**config.mk**
```make
export PLATFORM = sky130hd
export DESIGN_NAME = shunt_adc_b_config_regs
export DESIGN_NICKNAME = d
export VERILOG_FILES = /design/src/shunt_adc_b_pkg.sv /design/src/shunt_adc_b_config_regs.sv
export VERILOG_INCLUDE_DIRS = /design/src
export SDC_FILE = /design/constraint.sdc
export NUM_CORES = 1
export LEC_CHECK = 0
export ABC_AREA = 1
export ABC_CLOCK_PERIOD_IN_PS = 3500
export BUFFER_PORTS_ARGS = -buffer_cell sky130_fd_sc_hd__buf_2
export CORE_ASPECT_RATIO = 1.5
export CORE_MARGIN = 3
export CORE_UTILIZATION = 55
export DETAILED_ROUTE_END_ITERATION = 10
export PLACE_DENSITY = 0.8
export SLEW_MARGIN = 20
export SYNTH_ARGS = -nofsm -noshare
export SYNTH_HDL_FRONTEND = slang
export SYNTH_SLANG_ARGS = --single-unit
```
**constraint.sdc**
```tcl
create_clock -name clk -period 3.5 [get_ports clk]
set_input_delay 0.35 -clock clk [delete_from_list [all_inputs] [get_ports clk]]
set_output_delay 0.35 -clock clk [all_outputs]
set_load 0.05 [all_outputs]
```
**src/shunt_adc_b_map.svh**
```systemverilog
// Purpose: Register offsets, field positions, reset values and counts
// Assumes: Included by bare name
// Notes: Definitions only
`ifndef SHUNT_ADC_B_MAP_SVH
`define SHUNT_ADC_B_MAP_SVH

// ============================================================
// Register offsets
`define ADDR_CONV_CFG 8'hc2
`define ADDR_INPUT_CFG 8'hc3
`define ADDR_OFFSET_CAL_HIGH 8'hc4
`define ADDR_CONV_CTRL 8'hf0
`define ADDR_CONV_STATUS 8'hf1
`define ADDR_RESULT_HIGH 8'hf2
`define ADDR_RESULT_LOW 8'hf3

// ============================================================
// Reset values
`define RST_CONV_CFG 16'h0400
`define RST_INPUT_CFG 16'h8010
`define RST_OFFSET_CAL_HIGH 16'h0000

// ============================================================
// Writable bit masks
`define MASK_CONV_CFG 16'h0f0f
`define MASK_INPUT_CFG 16'h8f3f

// ============================================================
// Conversion configuration fields
`define POS_CONV_MODE 11
`define POS_OSR_HI 10
`define POS_OSR_LO 8
`define POS_GC_EN 3
`define POS_GC_DELAY_HI 2
`define POS_GC_DELAY_LO 0

// ============================================================
// Input configuration fields
`define POS_CH_EN 15
`define POS_GAIN_HI 11
`define POS_GAIN_LO 10
`define POS_MUX_HI 9
`define POS_MUX_LO 8
`define POS_SRC_ROUTE 5
`define POS_SINK_ROUTE 4
`define POS_SRC_LVL_HI 3
`define POS_SRC_LVL_LO 2
`define POS_SINK_LVL_HI 1
`define POS_SINK_LVL_LO 0

// ============================================================
// Control and status fields
`define POS_START 0
`define POS_STAT_BUSY 3
`define POS_STAT_CHOP 2

// ============================================================
// Timing bases in modulator periods, and the default clk divider per modulator period
`define OSR_BASE 14'h0040
`define GC_DELAY_BASE 14'h0002
`define MOD_DIV_DEFAULT 15

`endif

```
**src/shunt_adc_b_pkg.sv**
```systemverilog
// Purpose: Types for the second shunt converter configuration block
// Assumes: Nothing
// Notes: Constants live in shunt_adc_b_map.svh
package shunt_adc_b_pkg;

    typedef enum logic [1:0] {
        ST_IDLE = 2'b00,
        ST_SETTLE = 2'b01,
        ST_CONVERT = 2'b10
    } conv_state_e;

    typedef enum logic [1:0] {
        MUX_NORMAL = 2'b00,
        MUX_SWAPPED = 2'b01,
        MUX_SHORTED = 2'b10,
        MUX_TEST_DAC = 2'b11
    } input_mux_e;

    typedef enum logic [1:0] {
        GAIN_X4 = 2'b00,
        GAIN_X8 = 2'b01,
        GAIN_X16 = 2'b10,
        GAIN_X32 = 2'b11
    } gain_e;

endpackage

```
**src/shunt_adc_b_config_regs.sv**
```systemverilog
// Purpose: Configuration registers and conversion sequencing of the second shunt converter
// Assumes: Modulator samples, standby and power-down arrive on clk
// Notes: Modulator rate is clk divided by MOD_DIV
//
// Operation
// - Bit 11 selects continuous or single-shot
// - Oversampling codes map to ratios 64..8192
// - Data rate is modulator rate over ratio, or over ratio plus chop delay with chop on
// - Bit 3 enables global chop, resets off
// - Chop delay 000 is 2, 001 is 4
// - Bit 15 enables channel, resets on
// - Disable or low power clears result, counter
// - Gain codes select 4, 8, 16, 32
// - Gains 16, 32 use analog 8 plus digital
// - Mux normal, swapped, shorted, or test DAC
// - Bit 5 routes source to positive/negative input
// - Bit 4 routes sink, resets to negative
// - Source level off, 4, 40, 240 uA
// - Sink level off, 4, 40, 240 uA
// - Reserved bits read zero, ignore writes
// - Offset C4h holds calibration bits 23:8
// - Calibration word applied as signed value
//
// Added by the designer: strobed register access.
`timescale 1ns/100ps
`include "shunt_adc_b_map.svh"

module shunt_adc_b_config_regs import shunt_adc_b_pkg::*; #(
    parameter int MOD_DIV = `MOD_DIV_DEFAULT
) (
    input wire logic clk,
    input wire logic sys_rst,
    input wire logic [7:0] addr,
    input wire logic [15:0] wdata,
    input wire logic wr,
    input wire logic rd,
    output logic [15:0] rdata,
    input wire logic standby,
    input wire logic power_down,
    input wire logic [23:0] raw_sample,
    output logic modulator_tick,
    output logic data_ready,
    output logic [23:0] conversion_result,
    output logic [1:0] conversion_counter,
    output logic busy,
    output logic chop_phase,
    output logic conversion_mode_select,
    output logic [13:0] oversampling_ratio,
    output logic global_chop_enable,
    output logic [8:0] global_chop_delay,
    output logic channel_enable,
    output logic analog_gain_x8,
    output logic input_mux_normal,
    output logic input_mux_swapped,
    output logic input_short_to_ground,
    output logic input_test_dac,
    output logic open_wire_source_route,
    output logic open_wire_sink_route,
    output logic [1:0] open_wire_source_level,
    output logic [1:0] open_wire_sink_level
);

    // ============================================================
    // Shared decode
    function automatic logic [13:0] scaled_periods(input logic [13:0] base, input logic [2:0] code);
        scaled_periods = base << code;
    endfunction

    // ============================================================
    // Gain decode
    function automatic logic [1:0] digital_shift(input logic [1:0] code);
        if (code == GAIN_X16) begin
            digital_shift = 2'h1;
        end else if (code == GAIN_X32) begin
            digital_shift = 2'h2;
        end else begin
            digital_shift = 2'h0;
        end
    endfunction

    localparam int DIV_W = (MOD_DIV > 1) ? $clog2(MOD_DIV) : 1;
    localparam logic [DIV_W-1:0] DIV_LAST = DIV_W'(MOD_DIV - 1);

    // ============================================================
    // Register storage
    logic [15:0] conv_cfg;
    logic [15:0] input_cfg;
    logic [15:0] offset_cal_high;
    logic start_pending;
    conv_state_e state;
    logic [13:0] period_count;
    logic [DIV_W-1:0] div_count;

    wire hit_conv_cfg = (addr == `ADDR_CONV_CFG);
    wire hit_input_cfg = (addr == `ADDR_INPUT_CFG);
    wire hit_offset = (addr == `ADDR_OFFSET_CAL_HIGH);
    wire hit_ctrl = (addr == `ADDR_CONV_CTRL);
    wire hit_status = (addr == `ADDR_CONV_STATUS);
    wire hit_res_high = (addr == `ADDR_RESULT_HIGH);
    wire hit_res_low = (addr == `ADDR_RESULT_LOW);

    // Writable bits only; reserved positions stay zero
    wire [15:0] conv_cfg_mask = `MASK_CONV_CFG;
    wire [15:0] input_cfg_mask = `MASK_INPUT_CFG;

    // ============================================================
    // Field decode
    wire [2:0] osr_code = conv_cfg[`POS_OSR_HI:`POS_OSR_LO];
    wire [2:0] gc_delay_code = conv_cfg[`POS_GC_DELAY_HI:`POS_GC_DELAY_LO];
    wire [1:0] gain_code = input_cfg[`POS_GAIN_HI:`POS_GAIN_LO];
    wire [1:0] mux_code = input_cfg[`POS_MUX_HI:`POS_MUX_LO];
    wire [13:0] osr_periods = scaled_periods(`OSR_BASE, osr_code);
    wire [13:0] gc_periods = scaled_periods(`GC_DELAY_BASE, gc_delay_code);
    wire single_shot = conv_cfg[`POS_CONV_MODE];
    wire gc_on = conv_cfg[`POS_GC_EN];
    wire ch_on = input_cfg[`POS_CH_EN];
    wire active = ch_on & ~standby & ~power_down;

    assign conversion_mode_select = single_shot;
    assign oversampling_ratio = osr_periods;
    assign global_chop_enable = gc_on;
    assign global_chop_delay = gc_periods[8:0];
    assign channel_enable = ch_on;
    assign analog_gain_x8 = (gain_code != GAIN_X4);
    wire [3:0] mux_onehot;

    for (genvar m = 0; m < 4; m++) begin : g_mux_decode
        assign mux_onehot[m] = (mux_code == 2'(m));
    end

    assign input_mux_normal = mux_onehot[MUX_NORMAL];
    assign input_mux_swapped = mux_onehot[MUX_SWAPPED];
    assign input_short_to_ground = mux_onehot[MUX_SHORTED];
    assign input_test_dac = mux_onehot[MUX_TEST_DAC];
    assign open_wire_source_route = input_cfg[`POS_SRC_ROUTE];
    assign open_wire_sink_route = input_cfg[`POS_SINK_ROUTE];
    assign open_wire_source_level = input_cfg[`POS_SRC_LVL_HI:`POS_SRC_LVL_LO];
    assign open_wire_sink_level = input_cfg[`POS_SINK_LVL_HI:`POS_SINK_LVL_LO];

    // ============================================================
    // Register writes
    always_ff @(posedge clk) begin
        if (sys_rst) begin
            conv_cfg <= `RST_CONV_CFG;
            input_cfg <= `RST_INPUT_CFG;
            offset_cal_high <= `RST_OFFSET_CAL_HIGH;
        end else if (wr) begin
            if (hit_conv_cfg) begin
                conv_cfg <= wdata & conv_cfg_mask;
            end
            if (hit_input_cfg) begin
                input_cfg <= wdata & input_cfg_mask;
            end
            if (hit_offset) begin
                offset_cal_high <= wdata;
            end
        end
    end

    // ============================================================
    // Modulator clock enable
    always_ff @(posedge clk) begin
        if (sys_rst) begin
            div_count <= '0;
        end else if (div_count == DIV_LAST) begin
            div_count <= '0;
        end else begin
            div_count <= div_count + DIV_W'(1);
        end
    end

    assign modulator_tick = (div_count == DIV_LAST);

    // ============================================================
    // Result scaling and offset
    wire [1:0] dig_shift = digital_shift(gain_code);
    wire [26:0] raw_ext = {{3{raw_sample[23]}}, raw_sample};
    wire [26:0] scaled = raw_ext << dig_shift;
    wire [26:0] offset_ext = {{3{offset_cal_high[15]}}, offset_cal_high, 8'h00};
    wire [26:0] sum = scaled + offset_ext;
    wire in_range = (sum[26:23] == 4'h0) || (sum[26:23] == 4'hf);
    wire [23:0] saturated = in_range ? sum[23:0] : (sum[26] ? 24'h800000 : 24'h7fffff);

    // ============================================================
    // Conversion sequencer
    wire start_write = wr & hit_ctrl & wdata[`POS_START];
    wire count_done = modulator_tick && (period_count == 14'h0001);
    wire conv_done = (state == ST_CONVERT) && count_done;
    wire may_start = active && (!single_shot || start_pending);

    conv_state_e next_state;
    logic [13:0] next_period_count;

    always_comb begin
        next_state = state;
        next_period_count = period_count;
        if (!active) begin
            next_state = ST_IDLE;
            next_period_count = 14'h0000;
        end else begin
            case (state)
                ST_IDLE: begin
                    if (may_start) begin
                        next_state = gc_on ? ST_SETTLE : ST_CONVERT;
                        next_period_count = gc_on ? gc_periods : osr_periods;
                    end
                end
                ST_SETTLE: begin
                    if (count_done) begin
                        next_state = ST_CONVERT;
                        next_period_count = osr_periods;
                    end else if (modulator_tick) begin
                        next_period_count = period_count - 14'h0001;
                    end
                end
                ST_CONVERT: begin
                    if (count_done) begin
                        if (single_shot) begin
                            next_state = ST_IDLE;
                            next_period_count = 14'h0000;
                        end else begin
                            next_state = gc_on ? ST_SETTLE : ST_CONVERT;
                            next_period_count = gc_on ? gc_periods : osr_periods;
                        end
                    end else if (modulator_tick) begin
                        next_period_count = period_count - 14'h0001;
                    end
                end
                default: begin
                    next_state = ST_IDLE;
                    next_period_count = 14'h0000;
                end
            endcase
        end
    end

    always_ff @(posedge clk) begin
        if (sys_rst) begin
            state <= ST_IDLE;
            period_count <= 14'h0000;
        end else begin
            state <= next_state;
            period_count <= next_period_count;
        end
    end

    // Start request survives until a conversion begins; a new request wins over the clear
    always_ff @(posedge clk) begin
        if (sys_rst) begin
            start_pending <= 1'b0;
        end else if (start_write) begin
            start_pending <= 1'b1;
        end else if ((state == ST_IDLE) && may_start) begin
            start_pending <= 1'b0;
        end
    end

    assign busy = (state != ST_IDLE);

    // ============================================================
    // Result, counter and chop phase
    always_ff @(posedge clk) begin
        if (sys_rst || !active) begin
            conversion_result <= 24'h000000;
            conversion_counter <= 2'b00;
            chop_phase <= 1'b0;
            data_ready <= 1'b0;
        end else begin
            data_ready <= conv_done;
            if (conv_done) begin
                conversion_result <= saturated;
                conversion_counter <= conversion_counter + 2'b01;
                chop_phase <= gc_on ? ~chop_phase : 1'b0;
            end
        end
    end

    // ============================================================
    // Register reads
    wire [15:0] status_word = {12'h000, busy, chop_phase, conversion_counter};
    logic [15:0] read_mux;

    always_comb begin
        read_mux = 16'h0000;
        if (hit_conv_cfg) begin
            read_mux = conv_cfg;
        end else if (hit_input_cfg) begin
            read_mux = input_cfg;
        end else if (hit_offset) begin
            read_mux = offset_cal_high;
        end else if (hit_status) begin
            read_mux = status_word;
        end else if (hit_res_high) begin
            read_mux = conversion_result[23:8];
        end else if (hit_res_low) begin
            read_mux = {conversion_result[7:0], 8'h00};
        end
    end

    always_ff @(posedge clk) begin
        if (sys_rst) begin
            rdata <= 16'h0000;
        end else begin
            rdata <= rd ? read_mux : 16'h0000;
        end
    end

endmodule // shunt_adc_b_config_regs

```
-- Word level (Yosys, flattened, before mapping)
Index checks and enable logic that the tools add are counted.
- register bits: 100
- input bits: 54
- output and inout port bits: 83
- $add $sub $neg: 4
- equality and inequality tests: 20
- shift operators: 3
- muxes and demuxes: 26
- bitwise operators: 9
- reductions and logical operators: 24
- operators with widths (cell ; count):
    14-bit two-way mux ; 6
    16-bit two-way mux ; 5
    8-bit equality test, second input constant ; 7
    24-bit two-way mux ; 2
    14-bit case mux with 3 select lines ; 1
    27-bit adder ; 1
    27-bit by 2-bit left shift with 27-bit output ; 1
    14-bit by 1-bit equality test with 1-bit output, second input constant ; 1
    2-bit two-way mux ; 7
    2-bit by 3-bit left shift with 14-bit output, first input constant ; 1
    7-bit by 3-bit left shift with 14-bit output, first input constant ; 1
    14-bit by 1-bit subtractor with 14-bit output, second input constant ; 1
    12-bit two-way mux ; 1
    2-bit equality test, second input constant ; 5
    4-bit equality test, second input constant ; 2
    2-bit inequality test, second input constant ; 3
    2-bit case mux with 3 select lines ; 1
    2-bit AND reduction ; 3
    2-bit nonzero test ; 3
    2-bit OR reduction ; 3
    1-bit NOT ; 5
    4-bit by 1-bit adder with 4-bit output, second input constant ; 1
    1-bit AND ; 4
    2-bit by 1-bit equality test with 1-bit output, second input constant ; 2
    10 further kinds ; 19

-- Logic depth before layout (Yosys ltp)
- depth after elaboration: 8
- gate-level depth with buffers: 22
- mapped depth without buffers: 20

-- Least setup slack after synthesis
No wires, ideal clock.
- path type: register -> register
- start point: register input_cfg[11]
- end point: register conversion_result[6]
- library setup time: 0.109 ns
- arrival: 2.838 ns
- data required time: 3.391 ns
- path slack: 0.553 ns
- cell stages (with the launch flop): 20
- buffers on the path: 3
- period minus slack after synthesis: 2.947 ns
- cells stage by stage: dfxtp_1 -> nand2_1 -> clkbuf_1 -> clkbuf_1 -> o221ai_1 -> ha_1 -> fa_1 -> nand2_1 -> nand2_1 -> nand3_1 -> nand2_2 -> nand2_2 -> nand3_1 -> nand2_2 -> nand2_2 -> o21ai_4 -> buf_6 -> nand3_1 -> nand2_1 -> inv_1
- word-level cells in the longest chain between the ends: 8
- elaborated cells on any way between the ends: 11
- RTL lines (item ; line ; RTL):
    start: declaration ; shunt_adc_b_config_regs.sv:87 ; logic [15:0] input_cfg;
    start signal: assignment ; shunt_adc_b_config_regs.sv:145 ; input_cfg <= `RST_INPUT_CFG;
    start signal: assignment ; shunt_adc_b_config_regs.sv:152 ; input_cfg <= wdata & input_cfg_mask;
    2-bit equality test ; shunt_adc_b_config_regs.sv:74 ; end else if (code == GAIN_X32) begin
    2-bit two-way mux ; shunt_adc_b_config_regs.sv:74 ;
    2-bit two-way mux (*) ; shunt_adc_b_config_regs.sv:72 ; if (code == GAIN_X16) begin
    27-bit by 2-bit left shift with 27-bit output (*) ; shunt_adc_b_config_regs.sv:178 ; wire [26:0] scaled = raw_ext << dig_shift;
    27-bit adder (*) ; shunt_adc_b_config_regs.sv:180 ; wire [26:0] sum = scaled + offset_ext;
    4-bit equality test or 4-bit zero test (tied branches) ; shunt_adc_b_config_regs.sv:181 ; wire in_range = (sum[26:23] == 4'h0) || (sum[26:23] == 4'hf);
    1-bit logical OR ; shunt_adc_b_config_regs.sv:181 ;
    24-bit two-way mux (*) ; shunt_adc_b_config_regs.sv:182 ; wire [23:0] saturated = in_range ? sum[23:0] : (sum[26] ? 24'h800000 : 24'h7fffff);
    end signal: assignment ; shunt_adc_b_config_regs.sv:271 ; conversion_result <= saturated;
    end: declaration ; shunt_adc_b_config_regs.sv:43 ; output logic [23:0] conversion_result,
Every way passes the cells marked *; elsewhere a longest branch is shown, timed or not.
A chain may end at the register's enable or synchronous reset.

-- Worst setup path in the final report
- start point: register input_cfg[11]
- end point: register conversion_result[1]
Same word-level chain as after synthesis.

==> impl_metrics.csv <==
group,metric,value,unit
route,drt-initial-drc-count,634,
synthesis,synth_edf_count,0,
final_layout,final_nets,1222,
place,placement.setup.worst_slack,0.2495,ns
place,placed_cells_incl_taps,1283,
worst_hold_path,min-delay-path-class,"input pin to register",
synthesis,postSynthAreaPerCell,6.446,um2
critical_path,worst_reg2reg_path_length_in_cells,17,
synthesis,synth.cell_area,6698,um2
clock_tree,clock-sinks,100,
critical_path,critPathRequiredTime,3.74,ns
timing,timing_hold_violations_final,0,
synthesis,synth.top_cells.by_area,"dfxtp_1 30%, nand2_1 12%, inv_1 8.9%",
place,dpl.hpwl,18000,um
worst_hold_path,holdPathEnd,"input_cfg[5]",
critical_path,timing.critical_path.mode_cell,"nand2_1",
synthesis,synth_seq_area_share,29.89,%
pwr,power_per_cell_area,310.6,nW/um2
critical_path,critPathSlowestCell,"ha_1",
die,num_io_pins,137,
critical_path,path_max_fanout,12,
global_routing,grt_antenna_before_repair,0,
clock_tree,cts_resized,0,
clock_tree,tritoncts_clock_tree,"yes",
place,post_dp_cell_area,7346,um2
route,drc,0,
timing,timing.setup.tns,0,ns
global_routing,grt_start_max_net_pins,34,
pwr,net_sw_power,664.7,uW
critical_path,cp-end-kind,"register",
final_layout,fraction_of_final_layout_cells_sized_beyond_drive_strength_1,17.74,%
timing,slew_violations,0,
route,first_pass_iters,6,
timing,setup_ws,0.3029,ns
die,placementRows,48,
synthesis,synth_most_common_cell,"nand2_1",
critical_path,cp_slowest_stage_delay,0.40,ns
pwr,static_leakage,3.717,nW
die,floorplan.initialDensity,57.19,%
pwr,power_frac_seq,48.2,%
timing,max_freq,0.3128,GHz
worst_hold_path,worstHoldStart,"wdata[5]",
clock_tree,cts.htree.levels,3,
timing,setup_violations,0,
die,floorplan.die.height,141.2,um
die,dieWidth,96.10,um
die,die_area,13570,um2
synthesis,synth_cells,1039,
timing,period_minus_slack,3.197,ns
global_routing,global_route.usage.total,33.88,%
timing,unrepaired_setup_endpoints_after_global_routing,"false",
clock_tree,ctsLongestPathBuffers,2,
synthesis,ys.warnings.count,0,
critical_path,worst-setup-path-type,"register to register",
critical_path,critPathLaunchType,"register",
critical_path,r2r_setup_slack,0.30,ns
synthesis,synthDominantAreaCellType,"dfxtp_1",
timing,final.setup_skew,0.009882,ns
final_layout,multiInputGateArea,3831,um2
route,vias,7497,
pwr,clock_power_share,40.7,%
synthesis,async_flop_share,0,%
global_routing,grt_pass1_vias,7093,
die,design.core.area,11710,um2
synthesis,ys_ff_latch,100,
timing,timing_worst_slew_pin_value,1.101,ns
clock_tree,quantity_of_hold_fixing_buffers_added_after_cts,0,
critical_path,worst_path_dominant_cell_family,"simple AND/OR/NAND/NOR gates",
synthesis,yosysUniqueCellTypes,44,
worst_hold_path,worst_hold_path.num_cells,3,
pwr,switching_power_as_a_share_of_total_power,27.95,%
final_layout,final-instance-count-excl-fill,1300,
clock_tree,cts_root_buffer,"clkbuf_16",
critical_path,rr_endpoint,"conversion_result[1]",
final_layout,layout.area.seq,2002,um2
final_layout,num-fill-cells,1133,
place,routabilityCongestion,1.043,
timing,timing.final.crit_share,91.35,%
place,buffer_ports.inserted,129,
synthesis,post-synth-top-area-fraction,29.89,%
pwr,combPwrFrac,11.0,%
route,postRouteWirelength,22690,um
clock_tree,worst_setup_hold_path_clk_slew,0.07,ns
route,wl_per_cell,17.46,um
timing,slew_headroom,26.49,%
final_layout,area_growth_syn_to_layout,14.31,%
global_routing,grt_remaining_overflow,0,
pwr,power_report.internal_total,1.713,mW
route,avgViaCountPerCell,5.767,
critical_path,cp_cell_sequence,"inv_1, nor2_1, clkinv_1, o22ai_1, a21oi_1, ha_1, nand2_1, inv_2, nand3_1, nor3_2, nand2_1, nand3_1, nand2_1, o21ai_4, nand3_1, nand2_1, inv_1",
critical_path,path_buf_inv,4,
final_layout,diodes,0,
synthesis,synth_common_cells,"210 x nand2_1, 158 x inv_1, 105 x a21oi_1",
synthesis,synth_flop_cell,"dfxtp_1",
final_layout,postLayoutCellArea,7656,um2
route,final_antenna_net_count,0,
outcome,run_status,"complete, no violations",
global_routing,grt_pass1_wl,35570,um
critical_path,cp_data_arrival_time,3.44,ns
critical_path,crit-reg2reg-launch,"input_cfg[11]",
clock_tree,insertion_delay,0.35,ns
flow_run,drv.max_cap_violation_count,0,
pwr,power.ir.vdd_worst,213.2,uV
clock_tree,cts.repair_timing.setup_buffer_count,0,
clock_tree,cts_inserted_buffers,9,
[power by group through the flow]
stage          clock network [mW]  registers (mW)  logic, mW
4_1_cts                     0.970            1.15      0.252
6_report                    0.969            1.15      0.263
3_3_place_gp                    0            1.17      0.253
3_5_place_dp                    0            1.17      0.252
5_1_grt                      1.01            1.15      0.285
2_1_floorplan                   0            1.17      0.179
[worst max-delay path by stage]
stage          cells after the start     startpoint               endpoint
2_1_floorplan                     19  input_cfg[11]   conversion_result[6]
3_3_place_gp                      17  input_cfg[11]  conversion_result[11]
3_5_place_dp                      17  input_cfg[11]   conversion_result[4]
4_1_cts                           17  input_cfg[11]   conversion_result[4]
5_1_grt                           16  input_cfg[11]  conversion_result[13]
6_report                          17  input_cfg[11]   conversion_result[1]
[layout by cell type, fill, tap and decap left out, drive strengths merged, types with 2 or more instances in the layout]
cell / netlist / layout
ha: 22 / 22
clkinvlp: 0 / 2
xnor2: 6 / 6
a21oi: 106 / 106
clkinv: 1 / 3
nand2: 225 / 225
a221oi: 2 / 2
clkbuf: 24 / 9
or2: 7 / 7
a211oi: 4 / 4
inv: 167 / 170
nand4: 5 / 5
nor3: 25 / 25
xor2: 13 / 13
dfxtp: 100 / 100
nor4: 3 / 3
o221ai: 14 / 14
o21ai: 64 / 65
nand3: 108 / 108
o22ai: 23 / 23
a31oi: 5 / 5
conb: 1 / 7
o21a: 5 / 5
buf: 27 / 139
nor2: 71 / 71
a22oi: 3 / 3
o211ai: 3 / 3
[per-layer routing]
layer  part of all wire [%]  vias up  global-route usage (%)
met3                    6.5      117                   5.553
met5                      0        -                       0
met2                     51      344                   60.10
met1                     35     3422                   35.66
met4                    7.7        0                   22.04
li1                       -     3614                       -
[cell families (layout without fill, tap and decap cells)]
group | after synthesis | in the layout | synth area share [%]
compound gates | 231 | 232 | 19.75
xor+xnor | 19 | 19 | 2.485
fa+ha+maj | 23 | 23 | 4.409
buf+inv | 219 | 323 | 13.64
flops | 100 | 100 | 29.89
other cells | 1 | 7 | 0.05599
simple gates | 446 | 446 | 29.78
[area by class of cell]
class	count	area share (%)
Inverter	168	8.237
Tap cell	150	2.451
Clock inverter	7	0.7681
Timing Repair Buffer	139	9.413
Multi-Input combinational cell	727	50.04
Sequential cell	100	26.15
Clock buffer	9	2.942
[registers in the layout, indices dropped and copies added (netlist names)]
name                count
rdata                  16
conversion_counter      2
state                   2
input_cfg              11
conversion_result      24
offset_cal_high        16
conv_cfg                8
chop_phase              1
data_ready              1
div_count               4
period_count           14
start_pending           1
[through the flow]
| step | hold slack, ns | util (%) | power [mW] |
|---|---|---|---|
| global route | 0.2372 | 65.37 | 2.443 |
| floorplan | 0.4297 | - | 1.350 |
| detailed placement | 0.4622 | 62.72 | 1.425 |
| finish | 0.2408 | 65.37 | 2.378 |
| global placement | 0.4488 | 62.72 | 1.425 |
| CTS | 0.2332 | 65.15 | 2.368 |
[worst register-to-register path: stages (launching register included)]
cell and delay, ns:
dfxtp_1 0.35, inv_1 0.12, nor2_1 0.15, clkinv_1 0.23, o22ai_1 0.21, a21oi_1 0.10
ha_1 0.40, nand2_1 0.14, inv_2 0.08, nand3_1 0.16, nor3_2 0.16, nand2_1 0.13
nand3_1 0.11, nand2_1 0.15, o21ai_4 0.36, nand3_1 0.14, nand2_1 0.07, inv_1 0.04
No activity file was read; power rests on OpenSTA's default activity.
